<file path="config.mk">
export PLATFORM = sky130hd
export DESIGN_NAME = system_clock_power_control
export DESIGN_NICKNAME = d
export VERILOG_FILES = /design/src/verilog/clock_divider.v /design/src/verilog/system_clock_power_control.v
export VERILOG_INCLUDE_DIRS = /design/src /design/src/verilog
export SDC_FILE = /design/constraint.sdc
export NUM_CORES = 1
export LEC_CHECK = 0
export BUFFER_PORTS_ARGS = -buffer_cell sky130_fd_sc_hd__buf_2
export CAP_MARGIN = 20
export CORE_AREA = 2 2 99 173
export CTS_CLUSTER_SIZE = 8
export DETAILED_ROUTE_END_ITERATION = 7
export DIE_AREA = 0 0 101 175
export HOLD_SLACK_MARGIN = 0.12
export PLACE_DENSITY = 0.9
export SLEW_MARGIN = 5
export SYNTH_ARGS = -nofsm -noshare
export SYNTH_HDL_FRONTEND = slang
export SYNTH_SLANG_ARGS = --single-unit
</file>
<file path="constraint.sdc">
create_clock -name clk_sys -period 4.6 [get_ports clk_sys]
set_clock_uncertainty 0.1 [all_clocks]
set_input_delay 0.46 -clock clk_sys [delete_from_list [all_inputs] [get_ports clk_sys]]
set_output_delay 0.46 -clock clk_sys [all_outputs]
set_load 0.03 [all_outputs]
</file>
<file path="src/verilog/sysclk_consts.vh">
// Register offsets, field positions, reset values for the clock and power control block
`ifndef SYSCLK_CONSTS_VH
`define SYSCLK_CONSTS_VH
`define OFF_WORK_MODE      12'h00c
`define OFF_POWER_DOMAIN   12'h010
`define OFF_CLKSEL0        12'h014
`define OFF_CLKSEL1        12'h018
`define OFF_GATE0          12'h01c
`define OFF_GATE1          12'h020
`define OFF_GATE2          12'h024
`define RST_WORK_MODE      8'h00
`define RST_POWER_CTRL     5'h00
`define RST_CLKSEL0        32'h06300734
`define RST_CLKSEL1        31'h0003000c
`define RST_GATE           32'h00000000
`define WM_IRQ_CLR         8
`define WM_WAKE_POL        7
`define WM_RTC_WAKE_DIS    6
`define WM_PIN_WAKE_DIS    5
`define WM_STOP_EN         4
`define PD_PIN_SWITCH_EN   4
`define GATE1_MASK         32'h000fffff
`define GATE2_MASK         32'h000001ff
`define MODE_SLOW          2'h0
`define MODE_NORMAL        2'h1
`define MODE_DEEP_SLOW     2'h2
`endif

</file>
<file path="src/verilog/clock_divider.v">
// Glitch-free integer clock divider, new ratio loaded only at a period boundary
`timescale 1ns/1ps
module clock_divider
(
   clk_sys,
   rst_b,
   div_value,
   clk_en,
   div_out
);
   parameter W = 8;
   input              clk_sys;
   input              rst_b;
   input  [W-1:0]     div_value;
   input              clk_en;
   output             div_out;

   reg    [W-1:0]     count_reg;
   reg    [W-1:0]     ratio_reg;
   reg                out_reg;
   wire   [W-1:0]     count_next;
   // One bit wider so an all-ones ratio does not wrap the midpoint to zero
   wire   [W:0]       half_point;

   assign count_next = (count_reg >= ratio_reg) ? {W{1'b0}} : count_reg + {{(W-1){1'b0}}, 1'b1};
   assign half_point = ({1'b0, ratio_reg} + {{W{1'b0}}, 1'b1}) >> 1;
   assign div_out    = out_reg;

   // Ratio latched only at wrap so a change never cuts a period short
   always @(posedge clk_sys or negedge rst_b)
   begin
      if (!rst_b)
      begin
         count_reg <= {W{1'b0}};
         ratio_reg <= {W{1'b0}};
         out_reg   <= 1'b0;
      end
      else
      begin
         count_reg <= count_next;
         if (count_next == {W{1'b0}})
         begin
            ratio_reg <= div_value;
         end
         // Gate applied at period start only, no runt pulse
         if (count_next == {W{1'b0}})
         begin
            out_reg <= clk_en;
         end
         else if ({1'b0, count_next} == half_point)
         begin
            out_reg <= 1'b0;
         end
      end
   end
endmodule

</file>
<file path="src/verilog/system_clock_power_control.v">
// APB register bank and control outputs for system clocks, work modes and power domains
`timescale 1ns/1ps
`include "sysclk_consts.vh"
// How it works
// - Writing one to work-mode bit 8 clears the pending interrupt.
// - Work-mode bit 7 picks wakeup pin polarity: zero high, one low.
// - Work-mode bit 6 set blocks alarm and interrupt wakeup from stop.
// - Work-mode bit 5 set blocks the external pin wakeup from stop.
// - Work-mode bit 4 set enters stop mode.
// - CPU mode bits 3:2: 00/11 slow, 01 normal, 10 deep slow.
// - DSP mode bits 1:0 decode the same way.
// - Power bits 8:5 read one for each domain that is off.
// - Power bit 4 lets an external pin switch CPU domain power.
// - Power bits 3:0 power down domains four to one when set.
// - Card clocks are bus clock over field plus one, default four.
// - Sensor clock select: 00 24MHz, 01 27MHz, 10 48MHz.
// - 48MHz clock is core clock over field plus one.
// - USB PHY clock select: 00 24MHz, 01 12MHz, 10 48MHz.
// - Display clock from selected PLL divided, or external 27MHz.
// - Bus-to-peripheral and core-to-bus ratio fields drive clock ratios.
// - Shared memory clocks from demodulator or bus clock per bit.
// - Demodulator clock from selected PLL divided, or external; converter options.
// - Low-speed converter clock is peripheral clock over field plus one.
// - Codec clock is codec PLL divided, or 12MHz oscillator if bit 2.
// - Codec PLL mode: 00 oscillator, 01 PLL, 10 deep slow.
// - Each gate bit set stops its clock; all reset to zero.
// - In stop mode a wakeup pin edge to its active level resumes operation.
module system_clock_power_control
(
   clk_sys,
   rst_b,
   psel,
   penable,
   pwrite,
   paddr,
   pwdata,
   prdata,
   pready,
   pslverr,
   irq_event,
   wakeup_pin,
   rtc_alarm,
   domain_off_status,
   irq_pending,
   stop_active,
   cpu_mode,
   dsp_mode,
   domain_power_down,
   cpu_pin_switch_en,
   card0_clock_divider,
   card1_clock_divider,
   sensor_clock_select,
   fortyeight_clock_divider,
   usb_phy_clock_select,
   display_pll_select,
   display_divider,
   display_external_select,
   bus_to_periph_ratio,
   core_to_bus_ratio,
   shared_mem_clock_select,
   hs_adc_invert,
   tuner_clock_route,
   demod_external_select,
   demod_pll_select,
   demod_divider,
   low_speed_adc_divider,
   codec_divider,
   codec_oscillator_select,
   codec_pll_mode,
   clock_gate_disable,
   card0_clock,
   card1_clock
);
   input              clk_sys;
   input              rst_b;
   input              psel;
   input              penable;
   input              pwrite;
   input  [11:0]      paddr;
   input  [31:0]      pwdata;
   output [31:0]      prdata;
   output             pready;
   output             pslverr;
   input              irq_event;
   input              wakeup_pin;
   input              rtc_alarm;
   input  [3:0]       domain_off_status;
   output             irq_pending;
   output             stop_active;
   output [1:0]       cpu_mode;
   output [1:0]       dsp_mode;
   output [3:0]       domain_power_down;
   output             cpu_pin_switch_en;
   output [2:0]       card0_clock_divider;
   output [2:0]       card1_clock_divider;
   output [1:0]       sensor_clock_select;
   output [2:0]       fortyeight_clock_divider;
   output [1:0]       usb_phy_clock_select;
   output [1:0]       display_pll_select;
   output [7:0]       display_divider;
   output             display_external_select;
   output [1:0]       bus_to_periph_ratio;
   output [1:0]       core_to_bus_ratio;
   output [1:0]       shared_mem_clock_select;
   output             hs_adc_invert;
   output             tuner_clock_route;
   output             demod_external_select;
   output [1:0]       demod_pll_select;
   output [7:0]       demod_divider;
   output [7:0]       low_speed_adc_divider;
   output [4:0]       codec_divider;
   output             codec_oscillator_select;
   output [1:0]       codec_pll_mode;
   output [95:0]      clock_gate_disable;
   output             card0_clock;
   output             card1_clock;

   reg    [7:0]       work_mode_reg;
   reg                irq_pending_reg;
   reg                stop_reg;
   reg    [1:0]       cpu_mode_reg;
   reg    [1:0]       dsp_mode_reg;
   reg    [4:0]       power_ctrl_reg;
   reg    [3:0]       domain_status_reg;
   reg    [31:0]      clksel0_reg;
   reg    [30:0]      clksel1_reg;
   reg    [31:0]      gate_mem [0:2];
   integer            gi;
   wire   [6:0]       hit;
   reg    [31:0]      prdata_reg;
   reg                wake_prev_reg;
   reg    [31:0]      rd_next;
   wire               wr_en;
   wire               rd_en;
   wire               wake_level;
   wire               pin_wake;
   wire               rtc_wake;

   assign wr_en = psel & penable & pwrite;
   assign rd_en = psel & ~penable & ~pwrite;

   // Decoded 2-bit work mode: 00 and 11 both collapse to slow
   function [1:0] decode_mode;
      input [1:0] code;
      begin
         if (code == 2'h1)
            decode_mode = `MODE_NORMAL;
         else if (code == 2'h2)
            decode_mode = `MODE_DEEP_SLOW;
         else
            decode_mode = `MODE_SLOW;
      end
   endfunction

   // One-hot register select, shared by the write and read paths
   function [6:0] reg_hit;
      input [11:0] addr;
      begin
         reg_hit = 7'h00;
         if (addr == `OFF_WORK_MODE)
            reg_hit = 7'h01;
         else if (addr == `OFF_POWER_DOMAIN)
            reg_hit = 7'h02;
         else if (addr == `OFF_CLKSEL0)
            reg_hit = 7'h04;
         else if (addr == `OFF_CLKSEL1)
            reg_hit = 7'h08;
         else if (addr == `OFF_GATE0)
            reg_hit = 7'h10;
         else if (addr == `OFF_GATE1)
            reg_hit = 7'h20;
         else if (addr == `OFF_GATE2)
            reg_hit = 7'h40;
      end
   endfunction

   // Writable bits of each gate bank; reserved bits always read zero
   function [31:0] gate_mask;
      input integer bank;
      begin
         if (bank == 1)
            gate_mask = `GATE1_MASK;
         else if (bank == 2)
            gate_mask = `GATE2_MASK;
         else
            gate_mask = 32'hffffffff;
      end
   endfunction

   assign hit = reg_hit(paddr);

   // Polarity bit inverts the pin before edge detection
   assign wake_level = wakeup_pin ^ work_mode_reg[`WM_WAKE_POL];
   assign pin_wake   = wake_level & ~wake_prev_reg & ~work_mode_reg[`WM_PIN_WAKE_DIS];
   assign rtc_wake   = (rtc_alarm | irq_event) & ~work_mode_reg[`WM_RTC_WAKE_DIS];

   always @(posedge clk_sys or negedge rst_b)
   begin
      if (!rst_b)
      begin
         work_mode_reg     <= `RST_WORK_MODE;
         irq_pending_reg   <= 1'b0;
         stop_reg          <= 1'b0;
         cpu_mode_reg      <= `MODE_SLOW;
         dsp_mode_reg      <= `MODE_SLOW;
         power_ctrl_reg    <= `RST_POWER_CTRL;
         domain_status_reg <= 4'h0;
         clksel0_reg       <= `RST_CLKSEL0;
         clksel1_reg       <= `RST_CLKSEL1;
         prdata_reg        <= 32'h00000000;
         wake_prev_reg     <= 1'b0;
      end
      else
      begin
         wake_prev_reg     <= wake_level;
         domain_status_reg <= domain_off_status;
         cpu_mode_reg      <= decode_mode(work_mode_reg[3:2]);
         dsp_mode_reg      <= decode_mode(work_mode_reg[1:0]);
         // New event beats a simultaneous clear
         if (irq_event)
            irq_pending_reg <= 1'b1;
         else if (wr_en && hit[0] && pwdata[`WM_IRQ_CLR])
            irq_pending_reg <= 1'b0;
         // Stop entered by write of bit 4, left on any enabled wakeup
         if (pin_wake || rtc_wake)
            stop_reg <= 1'b0;
         else if (wr_en && hit[0])
            stop_reg <= pwdata[`WM_STOP_EN];
         if (wr_en)
         begin
            if (hit[0])
            begin
               work_mode_reg <= pwdata[7:0];
               if (!(pin_wake || rtc_wake))
                  work_mode_reg[`WM_STOP_EN] <= pwdata[`WM_STOP_EN];
               else
                  work_mode_reg[`WM_STOP_EN] <= 1'b0;
            end
            else if (hit[1])
               power_ctrl_reg <= pwdata[4:0];
            else if (hit[2])
               clksel0_reg <= {4'h0, pwdata[27:0]};
            else if (hit[3])
               clksel1_reg <= pwdata[30:0];
         end
         else if (pin_wake || rtc_wake)
            work_mode_reg[`WM_STOP_EN] <= 1'b0;
         if (rd_en)
            prdata_reg <= rd_next;
      end
   end

   // Gate banks share one write path, indexed by bank number
   always @(posedge clk_sys or negedge rst_b)
   begin
      if (!rst_b)
      begin
         for (gi = 0; gi < 3; gi = gi + 1)
            gate_mem[gi] <= `RST_GATE;
      end
      else
      begin
         for (gi = 0; gi < 3; gi = gi + 1)
         begin
            if (wr_en && hit[gi + 4])
               gate_mem[gi] <= pwdata & gate_mask(gi);
         end
      end
   end

   always @*
   begin
      rd_next = 32'h00000000;
      if (hit[0])
         rd_next = {23'h000000, irq_pending_reg, work_mode_reg[7:5], stop_reg, work_mode_reg[3:0]};
      else if (hit[1])
         rd_next = {23'h000000, domain_status_reg, power_ctrl_reg};
      else if (hit[2])
         rd_next = clksel0_reg;
      else if (hit[3])
         rd_next = {1'b0, clksel1_reg};
      else if (hit[4])
         rd_next = gate_mem[0];
      else if (hit[5])
         rd_next = gate_mem[1];
      else if (hit[6])
         rd_next = gate_mem[2];
   end

   // Card clocks, one divider each; gate bits 31 and 14 stop them
   clock_divider #(.W(3)) u_card1_div
   (
      .clk_sys   (clk_sys),
      .rst_b     (rst_b),
      .div_value (clksel0_reg[27:25]),
      .clk_en    (~gate_mem[0][31]),
      .div_out   (card1_clock)
   );

   clock_divider #(.W(3)) u_card0_div
   (
      .clk_sys   (clk_sys),
      .rst_b     (rst_b),
      .div_value (clksel0_reg[6:4]),
      .clk_en    (~gate_mem[0][14]),
      .div_out   (card0_clock)
   );

   assign prdata                   = prdata_reg;
   assign pready                   = 1'b1;
   assign pslverr                  = 1'b0;
   assign irq_pending              = irq_pending_reg;
   assign stop_active              = stop_reg;
   assign cpu_mode                 = cpu_mode_reg;
   assign dsp_mode                 = dsp_mode_reg;
   assign domain_power_down        = power_ctrl_reg[3:0];
   assign cpu_pin_switch_en        = power_ctrl_reg[`PD_PIN_SWITCH_EN];
   assign card1_clock_divider      = clksel0_reg[27:25];
   assign sensor_clock_select      = clksel0_reg[24:23];
   assign fortyeight_clock_divider = clksel0_reg[22:20];
   assign usb_phy_clock_select     = clksel0_reg[19:18];
   assign display_pll_select       = clksel0_reg[17:16];
   assign display_divider          = clksel0_reg[15:8];
   assign display_external_select  = clksel0_reg[7];
   assign card0_clock_divider      = clksel0_reg[6:4];
   assign bus_to_periph_ratio      = clksel0_reg[3:2];
   assign core_to_bus_ratio        = clksel0_reg[1:0];
   assign shared_mem_clock_select  = clksel1_reg[30:29];
   assign hs_adc_invert            = clksel1_reg[28];
   assign tuner_clock_route        = clksel1_reg[27];
   assign demod_external_select    = clksel1_reg[26];
   assign demod_pll_select         = clksel1_reg[25:24];
   assign demod_divider            = clksel1_reg[23:16];
   assign low_speed_adc_divider    = clksel1_reg[15:8];
   assign codec_divider            = clksel1_reg[7:3];
   assign codec_oscillator_select  = clksel1_reg[2];
   assign codec_pll_mode           = clksel1_reg[1:0];
   assign clock_gate_disable       = {gate_mem[2], gate_mem[1], gate_mem[0]};
endmodule

</file>
# == Word level (Yosys, flattened, before mapping) ==
# Index checks and enable logic that the tools add are counted.
# classes
n_addsub,4
n_lt_le_gt_ge,2
n_eq_ne,13
muxes,31
bitwise,22
n_reduce_logical,16
# ops
cell,count
2-to-1 mux 32 bit,10
AND 32 bit,3
2-to-1 mux 7 bit,7
"equality test 12 x 5 -> 1 bit, second input constant",4
"equality test 12 x 6 -> 1 bit, second input constant",2
"equality test 12 x 4 -> 1 bit, second input constant",1
inverter 1 bit,10
"adder 3 x 1 -> 4 bit, second input constant",2
2-to-1 mux 1 bit,8
2-to-1 mux 2 bit,4
nonzero test 2 bit,4
AND 1 bit,7
"adder 3 x 1 -> 3 bit, second input constant",2
equality test 3 bit,2
>= comparator 3 bit,2
logical NOT 3 bit,2
2-to-1 mux 3 bit,2
logical AND 1 bit,5
AND reduction 5 bit,1
"equality test 2 x 1 -> 1 bit, second input constant",2
"equality test 2 bit, second input constant",2
AND reduction 4 bit,1
AND reduction 3 bit,1
AND reduction 2 bit,1
other kinds (3),3
# word_totals
register_bits,224
inputBits,56
out_inout_bits,202
word_cells,108

# == Logic depth before layout (Yosys ltp) ==
# depth
ltp_word,15
mapped_depth,9
depth_no_buf,7

# == By module ==
# From an unflattened synthesis, not the netlist that was laid out.
# hier_totals
cells_unflattened,723
hier_area_um2,8972.4
# by_module_without_submodules
mod,instances,cells_per_inst,area_each_um2,seq_area_each_um2
system_clock_power_control,1,641,8059.0,4396.7
clock_divider,2,41,456.7,175.2

# == Least setup slack after synthesis ==
# Ideal clock, no wire load.
# synth_timing
kind,in2reg
start,in paddr[7]
end,reg gate_mem (netlist bit clock_gate_disable[32])
setup_ps,125
arrival_time_ps,2252
required_ps,4375
slack_ps,2123
cell_stages,7
path_buffers,3
cell_sequence,or4_1 > buf_4 > or2_1 > buf_4 > nor3_1 > buf_4 > mux2_2
# synth_between
elab_chain_cells,8
word_cells_on_any_way,13
classes_between,eq/ne (6); mux (6); reduce/logical (1)
# synth_lines
item,line_no,text
start: declaration,system_clock_power_control.v:79,input [11:0] paddr;
equality test 12 x 6 -> 1 bit (no line),-,
2-to-1 mux 7 bit,system_clock_power_control.v:170,else if (addr == `OFF_GATE1)
2-to-1 mux 7 bit,system_clock_power_control.v:168,else if (addr == `OFF_GATE0)
2-to-1 mux 7 bit,system_clock_power_control.v:166,else if (addr == `OFF_CLKSEL1)
2-to-1 mux 7 bit,system_clock_power_control.v:164,else if (addr == `OFF_CLKSEL0)
2-to-1 mux 7 bit,system_clock_power_control.v:162,else if (addr == `OFF_POWER_DOMAIN)
2-to-1 mux 7 bit (*),system_clock_power_control.v:160,if (addr == `OFF_WORK_MODE)
logical AND 1 bit (*),system_clock_power_control.v:265,if (wr_en && hit[gi + 4])
end signal: indexed assignment,system_clock_power_control.v:259,gate_mem[gi] <= `RST_GATE;
end signal: indexed assignment,system_clock_power_control.v:266,gate_mem[gi] <= pwdata & gate_mask(gi);
end: declaration,system_clock_power_control.v:127,reg [31:0] gate_mem [0:2];
# Mark *: on every way between the ends. The rest lies on a longest branch, timed or not.
# A chain may end at the register's enable or synchronous reset.

# == Final worst setup path ==
# layout_timing
start,in paddr[7]
end,reg gate_mem (netlist bit clock_gate_disable[23])
# Same word-level chain as after synthesis.

==> run_results.csv <==
group,metric,value,unit
place,dpl.hpwl,17.7,mm
global_route,grt-ovfl-total,0,
synth,async_flop_share,100,%
clock_tree,numCtsBuffers,17,
critical_path,cp-start-kind,"input pin",
clock_tree,postCtsSetupBuffers,0,
die,start_util,53.9,%
clock_tree,clock_sinks,189,
synth,ys_seq_area_share,54.1,%
die,fp.dieArea,17700,um2
final_layout,fin_nets,989,
critical_path,crit_path_end_kind,"flop",
power,p_sw_share,23.9,%
sta,fmax,330,MHz
die,die_y,175,um
final_layout,layout-drive-gt1-share,44.0,%
clock_tree,insertion_delay,0.43,ns
sta,rsz0062_at_grt,"no",
route,routed_wl,24.9,mm
clock_tree,cts_max_level,4,
synth,synth_area_per_cell,12.4,um2
route,viasPerCell,6.16,
sta,maxSlewViolCount,0,
route,drt_pass1_iterations,5,
job,maxCapViolations,0,
global_route,track_usage,28.5,%
synth,yosysWarnings,0,
synth,yosysTopAreaCellShare,49.9,%
critical_path,cp_max_fo,32,
sta,setup_slack,1.57,ns
sta,post-route-period-util,65.8,%
final_layout,largest_reg_flops,61,
die,dieWidth,101,um
final_layout,regArea,4750,um2
sta,fin_crit,3.03,ns
clock_tree,cts_tree,"yes",
clock_tree,path_clk_slew,0.07,ns
critical_path,crit_type,"input pin to flop",
route,ant_nets,0,
power,p_comb_share,6.0,%
power,power.leakage,0.00560,uW
sta,worst_pin_slew,1.07,ns
power,p_per_area,323,nW/um2
power,seq_power_share,49.3,%
final_layout,multi_input_area,3650,um2
final_layout,fill_cells,1237,
power,switchingPower,815,uW
power,p_int,2590,uW
synth,ys_ff_latch,189,
route,wl_per_cell,22.0,um
synth,yosysTopAreaCell,"dfrtp_1",
route,drc,0,
die,rows,62,
global_route,grt_max_degree,122,
route,vias,6955,
synth,syn_inst,708,
power,clockPowerShare,44.7,%
synth,netlist_top_cells_area,"dfrtp_1 (50%), mux2_2 (14%), dfstp_2 (4.2%), buf_4 (3.8%), mux2_1 (3.2%)",
synth,synth_edf_count,0,
place,preCtsSetupSlack,1.27,ns
die,ios,258,
critical_path,required,4.81,ns
critical_path,crit_arrival,3.23,ns
route,drtIter0Drc,332,
sta,hold_violations,0,
status,status,"complete, no violations",
place,gp_congestion,0.935,
sta,relSlewSlack,28.6,%
sta,final-setup-viol-count,0,
place,port_buffers,220,
hold_path,hold_class,"input pin to flop",
synth,synth_cell_types,59,
clock_tree,cts-root-buf,"clkbuf_16",
synth,synth-main-ff-cell,"dfrtp_1",
global_route,first_global_vias,6888,
global_route,antenna_found_initial,1,
final_layout,area_growth,19.9,%
clock_tree,cts_resized,0,
power,peakVddDrop,0.205,mV
sta,finalSetupTns,0,ns
clock_tree,cts_buffer_depth,2,
die,fp.coreArea,16300,um2
synth,netlist_area,8780,um2
global_route,grt_first_pass_wirelength,37.9,mm
critical path, stage by stage:
cell and delay (ns):
buf_2 0.10, or4_1 0.72, nor4_1 0.68, nand2_2 0.72, mux2_2 0.52
final cells by class:
cell class                      count  share of cell area (%)
Tap cell                          192                    2.28
Sequential cell                   189                    45.1
Clock buffer                       19                    4.21
Multi-Input combinational cell    468                    34.6
Antenna cell                        1                  0.0238
Timing Repair Buffer              237                    11.9
Clock inverter                     13                    1.56
Inverter                           10                   0.356
worst paths after layout:
kind	to	start	slack, ns	cells after the start
setup / recovery	clock_gate_disable[23]	paddr[7]	1.57	5
hold / removal	irq_pending	irq_event	0.14	2
setup reg to reg	u_card0_div.div_out	u_card0_div.ratio_reg[2]	2.13	7
hold reg to reg	prdata[29]	prdata[29]	0.37	2
max in group asynchronous	clksel0_reg[26]	rst_b	2.61	3
min in group asynchronous	cpu_mode[1]	rst_b	0.61	2
placed cells by master (no fill, tap or decap), types with 6 or more instances in the layout:
cell type  synthesis  layout
a31oi_1           20      20
dfrtp_1          175     175
conb_1             2      37
a221o_1            7       7
inv_1             10      10
a22oi_1           22      22
a32oi_1            7       7
nand2_1           44      42
nor2b_1           10      10
mux2_2           113     113
o21ai_1            6       6
nand3_1           22      22
mux2_1            25      25
ha_1              10      10
buf_2              8     219
buf_4             44      12
clkbuf_16          0      17
a222oi_1           8       8
dfstp_2           14      14
a21oi_1           29      28
nor2_1            13      13
o21ai_0           18      18
cell usage after synthesis, types with 14 or more instances:
library cell  count
nand3_1          22
a22oi_1          22
o21ai_0          18
a31oi_1          20
a21oi_1          29
mux2_1           25
dfrtp_1         175
mux2_2          113
clkbuf_1         17
buf_4            44
dfstp_2          14
nand2_1          44
power by group through the flow:
stage / Clock (uW) / Sequential [uW] / Combinational (uW)
floorplan: 0 / 1720 / 110
global placement: 0 / 1710 / 196
detailed placement: 0 / 1710 / 200
CTS: 1550 / 1680 / 204
global route: 1600 / 1680 / 222
finish: 1520 / 1680 / 204
per-stage QoR:
step / cell area (um2) / total power, uW / utilization (%) / cells / hold slack [ns]
floorplan: 8910 / 1830 / - / 743 / 0.0644
global placement: 9870 / 1910 / 60.6 / 1091 / 0.352
detailed placement: 9870 / 1910 / 60.6 / 1091 / 0.362
CTS: 10500 / 3430 / 64.6 / 1128 / 0.121
global route: 10500 / 3500 / 64.6 / 1129 / 0.134
finish: 10500 / 3410 / 64.6 / 1129 / 0.140
timing repair:
action	in CTS	in global routing
hold buffers	5	0
endpoints found under the setup margin	0	0
endpoints found under the hold margin	42	0
layer usage:
metal	global-route usage, %	share of wire (%)	vias to the layer above
li1	-	-	2981
met1	32.0	34	3462
met2	49.8	53	425
met3	4.12	6.9	87
met4	17.6	5.9	0
met5	0	0	-
cells by family after synthesis:
family,count (synthesis),synth area share [%]
other,2,0.0855
AO/OA/AOI/OAI,144,11.3
adder cells (fa/ha/maj),10,1.43
AND/OR/NAND/NOR,128,8.07
multiplexers,140,17.9
XOR/XNOR,9,0.898
flip-flops,189,54.1
buffers and inverters,86,6.18
No activity file was read; power rests on OpenSTA's default activity.
